### config.mk
export PLATFORM = sky130hd
export DESIGN_NAME = irsl_link
export DESIGN_NICKNAME = d
export VERILOG_FILES = /design/src/rtl/irsl_link.v
export VERILOG_INCLUDE_DIRS = /design/src /design/src/include
export SDC_FILE = /design/constraint.sdc
export NUM_CORES = 1
export LEC_CHECK = 0
export BUFFER_PORTS_ARGS = -buffer_cell sky130_fd_sc_hd__buf_2
export CAP_MARGIN = 20
export CORE_MARGIN = 2
export CORE_UTILIZATION = 49
export DETAILED_ROUTE_END_ITERATION = 10
export SLEW_MARGIN = 0
export SYNTH_ARGS = -nofsm -noshare
export SYNTH_HDL_FRONTEND = slang
export SYNTH_SLANG_ARGS = --single-unit
export TNS_END_PERCENT = 1
### constraint.sdc
create_clock -name clk -period 3.95 [get_ports clk]
set_input_delay 0.1975 -clock clk [delete_from_list [all_inputs] [get_ports clk]]
set_output_delay 0.1975 -clock clk [all_outputs]
set_load 0.1 [all_outputs]
### src/include/irsl_map.vh
`ifndef IRSL_MAP_VH
`define IRSL_MAP_VH

// System clock rate in hertz.
`define IRSL_CLK_HZ        100000000
// Link signalling rate in baud.
`define IRSL_BAUD          9600
// Bits in one character: start, eight data, stop.
`define IRSL_CHAR_BITS     10
// Index of the stop bit within a character.
`define IRSL_STOP_IDX      4'd9
// Receiver start period divisor. A half-length start period puts every
// later bit end mid-bit, clear of the pulse edges that open each bit.
`define IRSL_RX_PHASE_DIV  2
// Listen window and inter-byte gap: 3.5 characters in bit times.
`define IRSL_WIN_BITS      35
// Zero pulse width as a fraction of the bit period.
`define IRSL_PULSE_NUM     3
`define IRSL_PULSE_DEN     16
// Listen wake period and receive inactivity timeout in seconds.
`define IRSL_WAKE_S        1
`define IRSL_RXTMO_S       10
// Pulses that make a valid wake-up.
`define IRSL_WAKE_PULSES   2'd2
// Byte that opens every packet.
`define IRSL_SYNC_BYTE     8'hc0
// Compare output modes used per transmitted bit.
`define IRSL_OUTMODE_RESET 3'h5
`define IRSL_OUTMODE_SETRST 3'h7
// Link modes.
`define IRSL_M_SLEEP       2'h0
`define IRSL_M_WIN         2'h1
`define IRSL_M_RECV        2'h2
`define IRSL_M_TX          2'h3
// Receiver states.
`define IRSL_RX_IDLE       2'h0
`define IRSL_RX_BITS       2'h1
`define IRSL_RX_GAP        2'h2
// Transmit buffer shape.
`define IRSL_FIFO_DEPTH    32
`define IRSL_FIFO_AW       5

`endif

### src/rtl/irsl_link.v
`timescale 1ns/1ps
`default_nettype none
`include "irsl_map.vh"
// Synchronous first-in first-out buffer with valid and ready on both sides.
module irsl_fifo #(
	parameter W  = 9,
	parameter D  = `IRSL_FIFO_DEPTH,
	parameter AW = `IRSL_FIFO_AW
) (
	input  wire         clk,
	input  wire         rst_n,
	input  wire         clk_en,
	input  wire [W-1:0] in_data,
	input  wire         in_valid,
	output wire         in_ready,
	output reg  [W-1:0] out_data,
	output wire         out_valid,
	input  wire         out_ready
);
	reg [W-1:0] mem_r [0:D-1];  // Storage words.
	reg [AW-1:0] wp_r;          // Write pointer.
	reg [AW-1:0] rp_r;          // Read pointer.
	reg [AW:0]   cnt_r;         // Number of stored words.
	wire         push;          // A word is written this cycle.
	wire         pop;           // A word is read this cycle.
	assign in_ready  = (cnt_r != D[AW:0]);
	assign out_valid = (cnt_r != {(AW+1){1'b0}});
	assign push      = clk_en & in_valid & in_ready;
	assign pop       = clk_en & out_valid & out_ready;
	// Show the word at the read pointer.
	always @* begin
		out_data = mem_r[rp_r];
	end
	// Write the memory; it needs no reset.
	always @(posedge clk) begin
		if (push) begin
			mem_r[wp_r] <= in_data;
		end
	end
	// Move the pointers and the fill count.
	always @(posedge clk or negedge rst_n) begin
		if (!rst_n) begin
			wp_r  <= {AW{1'b0}};
			rp_r  <= {AW{1'b0}};
			cnt_r <= {(AW+1){1'b0}};
		end else begin
			if (push) begin
				wp_r <= wp_r + 1'b1;
			end
			if (pop) begin
				rp_r <= rp_r + 1'b1;
			end
			if (push && !pop) begin
				cnt_r <= cnt_r + 1'b1;
			end else if (pop && !push) begin
				cnt_r <= cnt_r - 1'b1;
			end
		end
	end
endmodule
// Infrared serial link: listen cycle, receiver, and pulse transmitter.
module irsl_link #(
	parameter [31:0] BIT_CYC   = `IRSL_CLK_HZ / `IRSL_BAUD,
	parameter [31:0] WAKE_CYC  = `IRSL_CLK_HZ * `IRSL_WAKE_S,
	parameter [31:0] RXTMO_CYC = `IRSL_CLK_HZ * `IRSL_RXTMO_S
) (
	input  wire       clk,
	input  wire       rst_n,
	input  wire       clk_en,
	input  wire       ir_rx,
	output reg        ir_tx,
	output reg        ir_power,
	output reg        low_power_clocked_state,
	input  wire [7:0] tx_data,
	input  wire       tx_last,
	input  wire       tx_valid,
	output wire       tx_ready,
	output reg  [7:0] rx_data,
	output reg        rx_valid,
	output reg        rx_synced,
	output reg        packet_done_flag
);
	// Derived timing counts; pulse width rounds up to whole cycles.
	localparam [31:0] PULSE_CYC = (BIT_CYC * `IRSL_PULSE_NUM
		+ `IRSL_PULSE_DEN - 1) / `IRSL_PULSE_DEN;
	localparam [31:0] WIN_CYC = BIT_CYC * `IRSL_WIN_BITS;
	reg        rx_meta_r;   // First synchroniser stage.
	reg        rx_sync_r;   // Second synchroniser stage.
	reg        rx_prev_r;   // Delayed copy for edge capture.
	wire       cap;         // Rising edge of a received pulse.
	reg  [1:0] mode_r;      // Link mode.
	reg  [31:0] tmr_r;      // Mode timer.
	reg  [1:0] pulses_r;    // Pulses seen in the listen window.
	reg  [1:0] rx_st_r;     // Receiver state.
	reg  [31:0] rx_cyc_r;   // Bit or gap cycle counter.
	reg  [3:0] rx_bit_r;    // Bit index in the character.
	reg        rx_cap_r;    // Capture seen in this bit period.
	reg  [7:0] rx_sh_r;     // Assembling data byte.
	reg        byte_done_r; // A whole character arrived.
	wire [7:0] fifo_data;   // Next byte to send.
	wire       fifo_last;   // That byte ends the packet.
	wire       fifo_valid;  // The buffer holds a byte.
	wire       fifo_pop;    // Transmitter takes a byte.
	reg        tx_busy_r;   // A character is on the line.
	reg        tx_sync_r;   // Sync byte of this packet sent.
	reg        tx_lastb_r;  // Current character ends the packet.
	reg  [9:0] tx_sh_r;     // Outgoing character, first bit low.
	reg  [3:0] tx_bit_r;    // Bit index being sent.
	reg  [31:0] tx_cyc_r;   // Cycle within the bit.
	reg        tx_done_r;   // Last bit of the packet ended.
	wire [2:0] tx_mode;     // Compare output mode for this bit.
	assign cap = rx_sync_r & ~rx_prev_r;
	// Zero bits pulse at the bit start, ones stay dark.
	assign tx_mode  = tx_sh_r[0] ? `IRSL_OUTMODE_SETRST : `IRSL_OUTMODE_RESET;
	assign fifo_pop = (mode_r == `IRSL_M_TX) & ~tx_busy_r & tx_sync_r
		& ~tx_done_r;
	// Outgoing bytes wait here; a full buffer stalls the source.
	irsl_fifo #(
		.W  (9),
		.D  (`IRSL_FIFO_DEPTH),
		.AW (`IRSL_FIFO_AW)
	) u_fifo (
		.clk       (clk),
		.rst_n     (rst_n),
		.clk_en    (clk_en),
		.in_data   ({tx_last, tx_data}),
		.in_valid  (tx_valid),
		.in_ready  (tx_ready),
		.out_data  ({fifo_last, fifo_data}),
		.out_valid (fifo_valid),
		.out_ready (fifo_pop)
	);
	// Bring the pin into the clock domain before any logic reads it.
	always @(posedge clk or negedge rst_n) begin
		if (!rst_n) begin
			rx_meta_r <= 1'b0;
			rx_sync_r <= 1'b0;
			rx_prev_r <= 1'b0;
		end else if (clk_en) begin
			rx_meta_r <= ir_rx;
			rx_sync_r <= rx_meta_r;
			rx_prev_r <= rx_sync_r;
		end
	end
	// Mode sequencer: sleep, listen window, receive and transmit.
	always @(posedge clk or negedge rst_n) begin
		if (!rst_n) begin
			mode_r                  <= `IRSL_M_SLEEP;
			tmr_r                   <= 32'h0;
			pulses_r                <= 2'h0;
			ir_power                <= 1'b0;
			low_power_clocked_state <= 1'b0;
		end else if (clk_en) begin
			case (mode_r)
				`IRSL_M_SLEEP: begin
					// Transceiver off until the periodic wake.
					ir_power                <= 1'b0;
					low_power_clocked_state <= 1'b0;
					pulses_r                <= 2'h0;
					if (tmr_r == WAKE_CYC - 32'h1) begin
						tmr_r    <= 32'h0;
						mode_r   <= `IRSL_M_WIN;
						ir_power <= 1'b1;
					end else begin
						tmr_r <= tmr_r + 32'h1;
					end
				end
				`IRSL_M_WIN: begin
					if (pulses_r == `IRSL_WAKE_PULSES) begin
						// Valid wake-up: keep clocks and receive.
						mode_r                  <= `IRSL_M_RECV;
						low_power_clocked_state <= 1'b1;
						tmr_r                   <= 32'h0;
					end else if (tmr_r == WIN_CYC - 32'h1) begin
						// Too few pulses: power down again.
						mode_r   <= `IRSL_M_SLEEP;
						ir_power <= 1'b0;
						tmr_r    <= 32'h0;
					end else begin
						tmr_r <= tmr_r + 32'h1;
						if (cap) begin
							pulses_r <= pulses_r + 2'h1;
						end
					end
				end
				`IRSL_M_RECV: begin
					if (byte_done_r) begin
						// Any byte with a dark stop bit reloads the full timeout.
						tmr_r <= 32'h0;
					end else if (tmr_r == RXTMO_CYC - 32'h1) begin
						// Silence for the timeout ends receive mode.
						mode_r                  <= `IRSL_M_SLEEP;
						ir_power                <= 1'b0;
						low_power_clocked_state <= 1'b0;
						tmr_r                   <= 32'h0;
					end else if (fifo_valid && rx_st_r == `IRSL_RX_IDLE) begin
						// Send only while no character is arriving.
						mode_r <= `IRSL_M_TX;
						tmr_r  <= 32'h0;
					end else begin
						tmr_r <= tmr_r + 32'h1;
					end
				end
				`IRSL_M_TX: begin
					if (tx_done_r) begin
						// Packet out: listen for the answer.
						mode_r <= `IRSL_M_RECV;
						tmr_r  <= 32'h0;
					end
				end
				default: begin
					mode_r <= `IRSL_M_SLEEP;
				end
			endcase
		end
	end
	// Receiver: capture starts a character, bit timer decides bits.
	always @(posedge clk or negedge rst_n) begin
		if (!rst_n) begin
			rx_st_r          <= `IRSL_RX_IDLE;
			rx_cyc_r         <= 32'h0;
			rx_bit_r         <= 4'h0;
			rx_cap_r         <= 1'b0;
			rx_sh_r          <= 8'h0;
			byte_done_r      <= 1'b0;
			rx_synced        <= 1'b0;
			rx_data          <= 8'h0;
			rx_valid         <= 1'b0;
			packet_done_flag <= 1'b0;
		end else if (clk_en) begin
			byte_done_r      <= 1'b0;
			rx_valid         <= 1'b0;
			packet_done_flag <= 1'b0;
			if (mode_r != `IRSL_M_RECV) begin
				// Outside receive mode the receiver rests.
				rx_st_r   <= `IRSL_RX_IDLE;
				rx_synced <= 1'b0;
			end else begin
				case (rx_st_r)
					`IRSL_RX_IDLE, `IRSL_RX_GAP: begin
						if (cap) begin
							// Start pulse; bit ends go mid-bit.
							rx_st_r  <= `IRSL_RX_BITS;
							rx_cyc_r <= BIT_CYC / `IRSL_RX_PHASE_DIV;
							rx_bit_r <= 4'h0;
							rx_cap_r <= 1'b1;
						end else if (rx_st_r == `IRSL_RX_GAP) begin
							if (rx_cyc_r == WIN_CYC - 32'h1) begin
								// Gap over: packet done or timed out.
								packet_done_flag <= 1'b1;
								rx_synced        <= 1'b0;
								rx_st_r          <= `IRSL_RX_IDLE;
							end else begin
								rx_cyc_r <= rx_cyc_r + 32'h1;
							end
						end
					end
					`IRSL_RX_BITS: begin
						if (rx_cyc_r == BIT_CYC - 32'h1) begin
							// Bit end: a capture means zero.
							rx_cyc_r <= 32'h0;
							rx_cap_r <= 1'b0;
							if (rx_bit_r == `IRSL_STOP_IDX) begin
								// Stop must be dark, then time the gap.
								rx_st_r <= `IRSL_RX_GAP;
								if (!(rx_cap_r | cap)) begin
									byte_done_r <= 1'b1;
									if (rx_synced) begin
										// Bytes after sync go out.
										rx_data  <= rx_sh_r;
										rx_valid <= 1'b1;
									end else if (rx_sh_r == `IRSL_SYNC_BYTE) begin
										// Sync byte opens the packet.
										rx_synced <= 1'b1;
									end
								end
							end else begin
								if (rx_bit_r != 4'h0) begin
									rx_sh_r <= {~(rx_cap_r | cap), rx_sh_r[7:1]};
								end
								rx_bit_r <= rx_bit_r + 4'h1;
							end
						end else begin
							rx_cyc_r <= rx_cyc_r + 32'h1;
							if (cap) begin
								rx_cap_r <= 1'b1;
							end
						end
					end
					default: begin
						rx_st_r <= `IRSL_RX_IDLE;
					end
				endcase
			end
		end
	end
	// Transmitter: sync byte first, then buffered bytes to the last.
	always @(posedge clk or negedge rst_n) begin
		if (!rst_n) begin
			tx_busy_r  <= 1'b0;
			tx_sync_r  <= 1'b0;
			tx_lastb_r <= 1'b0;
			tx_sh_r    <= 10'h3ff;
			tx_bit_r   <= 4'h0;
			tx_cyc_r   <= 32'h0;
			tx_done_r  <= 1'b0;
			ir_tx      <= 1'b0;
		end else if (clk_en) begin
			tx_done_r <= 1'b0;
			// Pulse for a reset-mode bit during its first 3/16.
			ir_tx <= tx_busy_r & (tx_mode == `IRSL_OUTMODE_RESET)
				& (tx_cyc_r < PULSE_CYC);
			if (mode_r != `IRSL_M_TX || tx_done_r) begin
				tx_busy_r <= 1'b0;
				tx_sync_r <= 1'b0;
			end else if (!tx_busy_r) begin
				if (!tx_sync_r) begin
					// Every packet opens with the sync byte.
					tx_sh_r    <= {1'b1, `IRSL_SYNC_BYTE, 1'b0};
					tx_lastb_r <= 1'b0;
					tx_busy_r  <= 1'b1;
					tx_bit_r   <= 4'h0;
					tx_cyc_r   <= 32'h0;
				end else if (fifo_valid) begin
					// Frame: zero start, data low bit first, one stop.
					tx_sh_r    <= {1'b1, fifo_data, 1'b0};
					tx_lastb_r <= fifo_last;
					tx_busy_r  <= 1'b1;
					tx_bit_r   <= 4'h0;
					tx_cyc_r   <= 32'h0;
				end
			end else if (tx_cyc_r == BIT_CYC - 32'h1) begin
				// Bit timer paces every bit.
				tx_cyc_r <= 32'h0;
				tx_sh_r  <= {1'b1, tx_sh_r[9:1]};
				if (tx_bit_r == `IRSL_STOP_IDX) begin
					tx_busy_r <= 1'b0;
					tx_sync_r <= 1'b1;
					// Last stop bit ends transmission.
					tx_done_r <= tx_lastb_r;
				end else begin
					tx_bit_r <= tx_bit_r + 4'h1;
				end
			end else begin
				tx_cyc_r <= tx_cyc_r + 32'h1;
			end
		end
	end
endmodule
`default_nettype wire

[Word level (Yosys, flattened, before mapping)]
Memories as Yosys holds them, arrays and structs flattened.
Cells that the tools add are included.
Widths: inputs -> output; s select.
Storage, ports and cells
  bits of input ports: 14
  memories: 1
  logic and storage cells: 249
  bits in registers: 167
  memory bits (writable): 288
Memories
  u_fifo.mem_r: words 32, bits a word 9, rd ports 1, clocked after memory_dff 0, write ports 1, line irsl_link.v:20  | reg [W-1:0] mem_r [0:D-1];
Cells by class
  equality and inequality tests: 47
  multiplexer cells: 107
  order comparisons: 1
  add/subtract/negate cells: 10
  reduce and logical (&&, ||, !) cells: 36
  bitwise logic cells: 18
Operators by type and width (number)
  $mux 32: 15
  $pmux 32 s4: 1
  $add 32x1->32 const B: 3
  $eq 32x14->1 const B: 2
  $eq 32x19->1 const B: 2
  $pmux 32 s2: 1
  $mux 1: 51
  $mux 10: 4
  $mux 2: 17
  $ne 3x3->1 const B: 11
  $eq 32x27->1 const B: 1
  $eq 32x30->1 const B: 1
  $lt 32x11->1 const B: 1
  $mux 4: 8
  $ne 2x2->1 const B: 16
  $reduce_and 5->1: 5
  $reduce_and 6->1: 4
  $mux 6: 2
  $reduce_and 4->1: 3
  $reduce_bool 2->1: 6
  $add 5x1->5 const B: 2
  $and 1x1->1: 10
  $add 4x1->4 const B: 2
  $eq 2x2->1 const B: 4
  other kinds (29): 47

[Logic depth before layout (Yosys ltp)]
  word-level depth: 8
  depth in mapped cells: 15
  depth with buffers taken out: 14

[Modules after synthesis]
Synthesis repeated with hierarchy kept, for this count alone.
Second synthesis, totals
  cell total of the unflattened synthesis: 1567
  area total of the unflattened synthesis: 20553.5 sq um
Modules (own cells, without submodules)
  irsl_fifo: area each 12074.1 sq um, times used 1, cells each 612
  irsl_link: area each 8479.4 sq um, times used 1, cells each 955

[Least setup slack after synthesis]
OpenSTA, ideal clock, no wires.
  path type: reg2reg
  from: register u_fifo.cnt_r[0]
  to: register u_fifo.cnt_r[5]
  buffers on the path: 1
  arrival: 3.614 ns
  setup slack: 0.206 ns
  setup time: 0.130 ns
  clock period less this slack: 3.744 ns
  stages on the path, launching flop included: 14
  cell sequence: dfrtp_1 -> or4_1 -> or3b_2 -> and3_1 -> buf_2 -> ha_1 -> inv_1 -> ha_1 -> a21o_1 -> a21oi_1 -> o21bai_1 -> mux2i_1 -> o211ai_1 -> xor2_1
RTL lines
  start, declared: line irsl_link.v:23  | reg [AW:0] cnt_r;
  start signal, assigned: line irsl_link.v:45  | cnt_r <= {(AW+1){1'b0}};
  start signal, assigned: line irsl_link.v:54  | cnt_r <= cnt_r + 1'b1;
  start signal, assigned: line irsl_link.v:56  | cnt_r <= cnt_r - 1'b1;
  $ne 6x6->1 *: line irsl_link.v:26  | assign in_ready = (cnt_r != D[AW:0]);
  named net tx_ready: line irsl_link.v:77  | output wire tx_ready,
  $and 1x1->1 *: line irsl_link.v:28  | assign push = clk_en & in_valid & in_ready;
  named net u_fifo.push: line irsl_link.v:24  | wire push;
  $logic_not 1->1: line irsl_link.v:55  | end else if (pop && !push) begin
  $logic_and 1x1->1: line irsl_link.v:55
  $reduce_bool 2->1 (no source line)
Mark *: on every way through the listed nets, which the timed path passes. The rest lies on a longest branch. The select of a mux whose other input is x is not followed.
A chain may end at the register's enable or synchronous reset.

[Worst setup path in the final report]
  from: register u_fifo.cnt_r[0]
  to: register u_fifo.cnt_r[5]
On the way
  word-level cells in the longest chain between the ends: 6
RTL lines
  branches (longest 6 deep; another with $sub 6x1->6)
Several ways; the timed one is not identified. The select of a mux whose other input is x is not followed.

==> results by group <==
Status
  • Run status: complete, no violations

Timing
  • Measured slew at the worst slew-check pin: 0.952 ns
  • Peak Freq: 0.275 GHz
  • Final Max Slew Viols: 0
  • Fin. Hold Viols: 0
  • # setup viols final: 0
  • Fin Setup TNS: 0 ns
  • RSZ-0062 raised after global routing: false
  • Final period demand of the worst path: 3.64 ns
  • Relative slew slack: 36.3%
  • Clock skew: 0.0240 ns
  • Tcrit/Tclk final: 92.2%

GRT
  • Largest net degree at the start of global routing: 95
  • Initial antenna violation count: 0
  • Total track usage: 20.5%
  • Vias in the first global route: 11,700
  • Gr ovfl total: 0
  • First-pass GRT wire length: 66,300 um

Logic synthesis
  • Synth Cell Area: 0.0199 mm^2
  • Yosys cell types: 76
  • Number of flops mapped to enable cells by yosys: 288
  • Main synth FF type: edfxtp_1
  • Post-synthesis sequential area ratio: 64.4%
  • Cells after Synth: 1,408
  • Post-Syn Nets: 1,449
  • Async SR Flop Fraction: 36.6%
  • Ys Warns: 0
  • Synth Register Bits: 454
  • Post-synthesis average cell area: 14.1 um^2

Route
  • Vias: 11,800
  • WL/cell: 20.6 um
  • Via density: 5.85
  • DRT Pass-1 Iters: 5
  • Detailed Route WL: 41,600 um
  • DR DRC count: 0
  • DRT antenna net count: 0
  • Starting DRC count in detailed routing: 801

Worst setup path
  • Most used cell, CP: ha_1
  • Crit-path max FO: 9
  • Worst Path Arrival: 4.09 ns
  • CP Class: reg2reg
  • Worst reg2reg endpoint: u_fifo.cnt_r[5]
  • CP Capture Type: flop
  • CP Launch Type: flop
  • Crit-path cells: or4_1 > or3b_2 > and3_1 > ha_1 > inv_1 > ha_1 > a21o_1 > a21oi_1 > o21bai_1 > mux2i_1 > o211ai_1 > xor2_1
  • Worst path bufs/invs: 1
  • RR Startpoint: u_fifo.cnt_r[0]
  • Reg2Reg Depth: 12
  • Max stage delay on crit path: 0.63 ns
  • Crit-path leading delay family: simple AND/OR/NAND/NOR gates
  • Worst EP required: 4.40 ns
  • Reg-to-reg slack, setup: 0.31 ns
  • Crit-path slowest cell: or4_1
  • Levels on crit path: 12

Power
  • Final total power: 11.3 mW
  • Pwr Density: 505 mW/mm^2
  • Worst VDD drop: 385 uV
  • Leakage power total: 8.03 nW

Layout
  • Final net count: 1,495
  • Share of cells above drive strength 1: 17.2%
  • Antenna cells: 0
  • Area Overhead vs Synth: 12.0%
  • Final instance area: 0.0223 mm^2
  • FILL cells: 3,227

Clock tree
  • CTS tree: done
  • # H-tree levels: 2
  • CTS clk-pin slew, worst paths: 0.06 ns
  • Clock sinks: 454
  • Clk_lat worst skew: 0.59 ns
  • Maximum clock path buffer count: 3
  • Root buffer cell: clkbuf_16
  • Num CTS Buffers: 48

Hold path
  • Worst Hold End: u_fifo.mem_r[2][4]
  • Hold Crit Class: in2reg
  • Hold path depth: 1
  • Hold Crit Start: tx_data[4]

Place
  • Post-DP Area: 0.0206 mm^2
  • Number of port buffers: 28
  • Post-DP HPWL: 26,600 um
  • GPL Wtd Cong: 0.826

Die
  • Core Region: 0.0399 mm^2
  • Cell Rows: 73
  • # IOs: 29
  • Initial core utilization: 49.9%
  • Die area: 0.0422 mm^2
  • Die Span Y: 206 um
  • Die width: 206 um

Run
  • Max-cap violations: 0
through the flow:
stage	hold WS, ns	std cells	util, %	worst slack (ns)
after floorplan	-0.0981	1408	-	0.206
after global placement	0.273	1925	51.7	0.386
after detailed placement	0.274	1925	51.7	0.331
after CTS	0.134	2019	55.8	0.298
after global routing	0.165	2019	55.8	0.0712
final	0.161	2019	55.8	0.307
metal layers:
layer | routed length, um | global-route usage (%) | up-vias
li1 | - | - | 5470
met1 | 18400 | 27.8 | 6014
met2 | 20200 | 33.5 | 253
met3 | 1940 | 3.56 | 75
met4 | 1120 | 7.04 | 0
met5 | 0 | 0 | -
cell type report:
cell class	count	area, um^2	area share [%]
inverter	29	109	0.488
sequential	454	12800	57.5
timing repair buffer	54	389	1.75
multi-input combinational	867	6710	30.1
clock inverter	19	178	0.797
clock buffer	71	1430	6.41
tap	525	657	2.95
repair_timing:
item,in CTS,in global routing
buffers inserted,0,0
hold buffers,4,0
endpoints found under the hold margin,67,0
gates resized for setup,0,0
Yosys cell counts, types with 4 or more instances:
| library cell | instances | area, um^2 |
|---|---|---|
| edfxtp_1 | 288 | 8650 |
| dfrtp_1 | 157 | 3930 |
| nor2_1 | 134 | 503 |
| nand2_1 | 102 | 383 |
| mux4_2 | 76 | 1710 |
| o21ai_0 | 52 | 260 |
| nand3_1 | 49 | 245 |
| xor2_1 | 49 | 429 |
| a21oi_1 | 34 | 170 |
| nand4_1 | 30 | 188 |
| inv_1 | 29 | 109 |
| clkbuf_1 | 27 | 101 |
| xnor2_1 | 27 | 236 |
| ha_1 | 26 | 325 |
| nor3_1 | 26 | 130 |
| a22oi_1 | 25 | 188 |
| mux2_2 | 25 | 282 |
| nor4_1 | 25 | 156 |
| and3_1 | 22 | 138 |
| buf_2 | 19 | 95.1 |
| or3_1 | 15 | 93.8 |
| dfstp_2 | 9 | 236 |
| nand2b_1 | 9 | 56.3 |
| mux2i_1 | 8 | 80.1 |
| a211oi_1 | 7 | 52.6 |
| a21o_1 | 7 | 52.6 |
| buf_1 | 7 | 26.3 |
| nor2b_1 | 7 | 43.8 |
| o211ai_1 | 7 | 52.6 |
| o31ai_1 | 7 | 52.6 |
| nand4b_1 | 6 | 52.6 |
| a31oi_1 | 5 | 31.3 |
| and2_1 | 5 | 31.3 |
| and4_1 | 5 | 43.8 |
| buf_6 | 5 | 56.3 |
| nor4b_1 | 5 | 43.8 |
| nand3b_1 | 4 | 30.0 |
| nor3b_1 | 4 | 30.0 |
| o21ai_1 | 4 | 20.0 |
| o41ai_1 | 4 | 35.0 |
| or4_1 | 4 | 30.0 |
sequential cells by signal, indices dropped and copies added, names as in the netlist, 2 cells and up:
| name | count |
|---|---|
| rx_st_r | 2 |
| u_fifo.rp_r | 5 |
| rx_cyc_r | 32 |
| pulses_r | 2 |
| tx_bit_r | 4 |
| u_fifo.mem_r | 288 |
| u_fifo.cnt_r | 6 |
| mode_r | 2 |
| tmr_r | 32 |
| rx_bit_r | 4 |
| tx_cyc_r | 32 |
| rx_data | 8 |
| rx_sh_r | 8 |
| u_fifo.wp_r | 5 |
| tx_sh_r | 9 |
worst max-delay path by stage:
stage / start / end / slack (ns)
detailed placement: u_fifo.cnt_r[0] / u_fifo.cnt_r[5] / 0.33
floorplan: u_fifo.cnt_r[0] / u_fifo.cnt_r[5] / 0.21
finish: u_fifo.cnt_r[0] / u_fifo.cnt_r[5] / 0.31
global placement: u_fifo.cnt_r[0] / u_fifo.cnt_r[5] / 0.39
CTS: u_fifo.cnt_r[0] / u_fifo.cnt_r[5] / 0.30
global route: u_fifo.cnt_r[0] / u_fifo.cnt_r[5] / 0.07
report_power, final:
group | leakage (nW) | switching, mW | internal [mW]
logic | 2.41 | 0.747 | 0.405
clock network | 0.806 | 1.86 | 2.65
registers | 4.82 | 0.258 | 5.34
cells by family after synthesis:
group	count (synthesis)	share of synthesized area [%]
buf+inv	87	1.95
simple gates	473	12.1
xor+xnor	76	3.34
flops	454	64.4
mux	109	10.4
fa+ha+maj	27	1.74
compound gates	182	6.10
layout by cell type (no fill, tap or decap), types with 26 or more instances in the layout:
master	count
edfxtp_1	288
dfrtp_1	155
nor2_1	134
nand2_1	102
mux4_2	76
o21ai_0	52
nand3_1	49
xor2_1	49
clkbuf_16	49
a21oi_1	34
nand4_1	30
inv_1	29
xnor2_1	27
buf_2	27
nor3_1	26
ha_1	26
(Power assumes the default switching activity.)
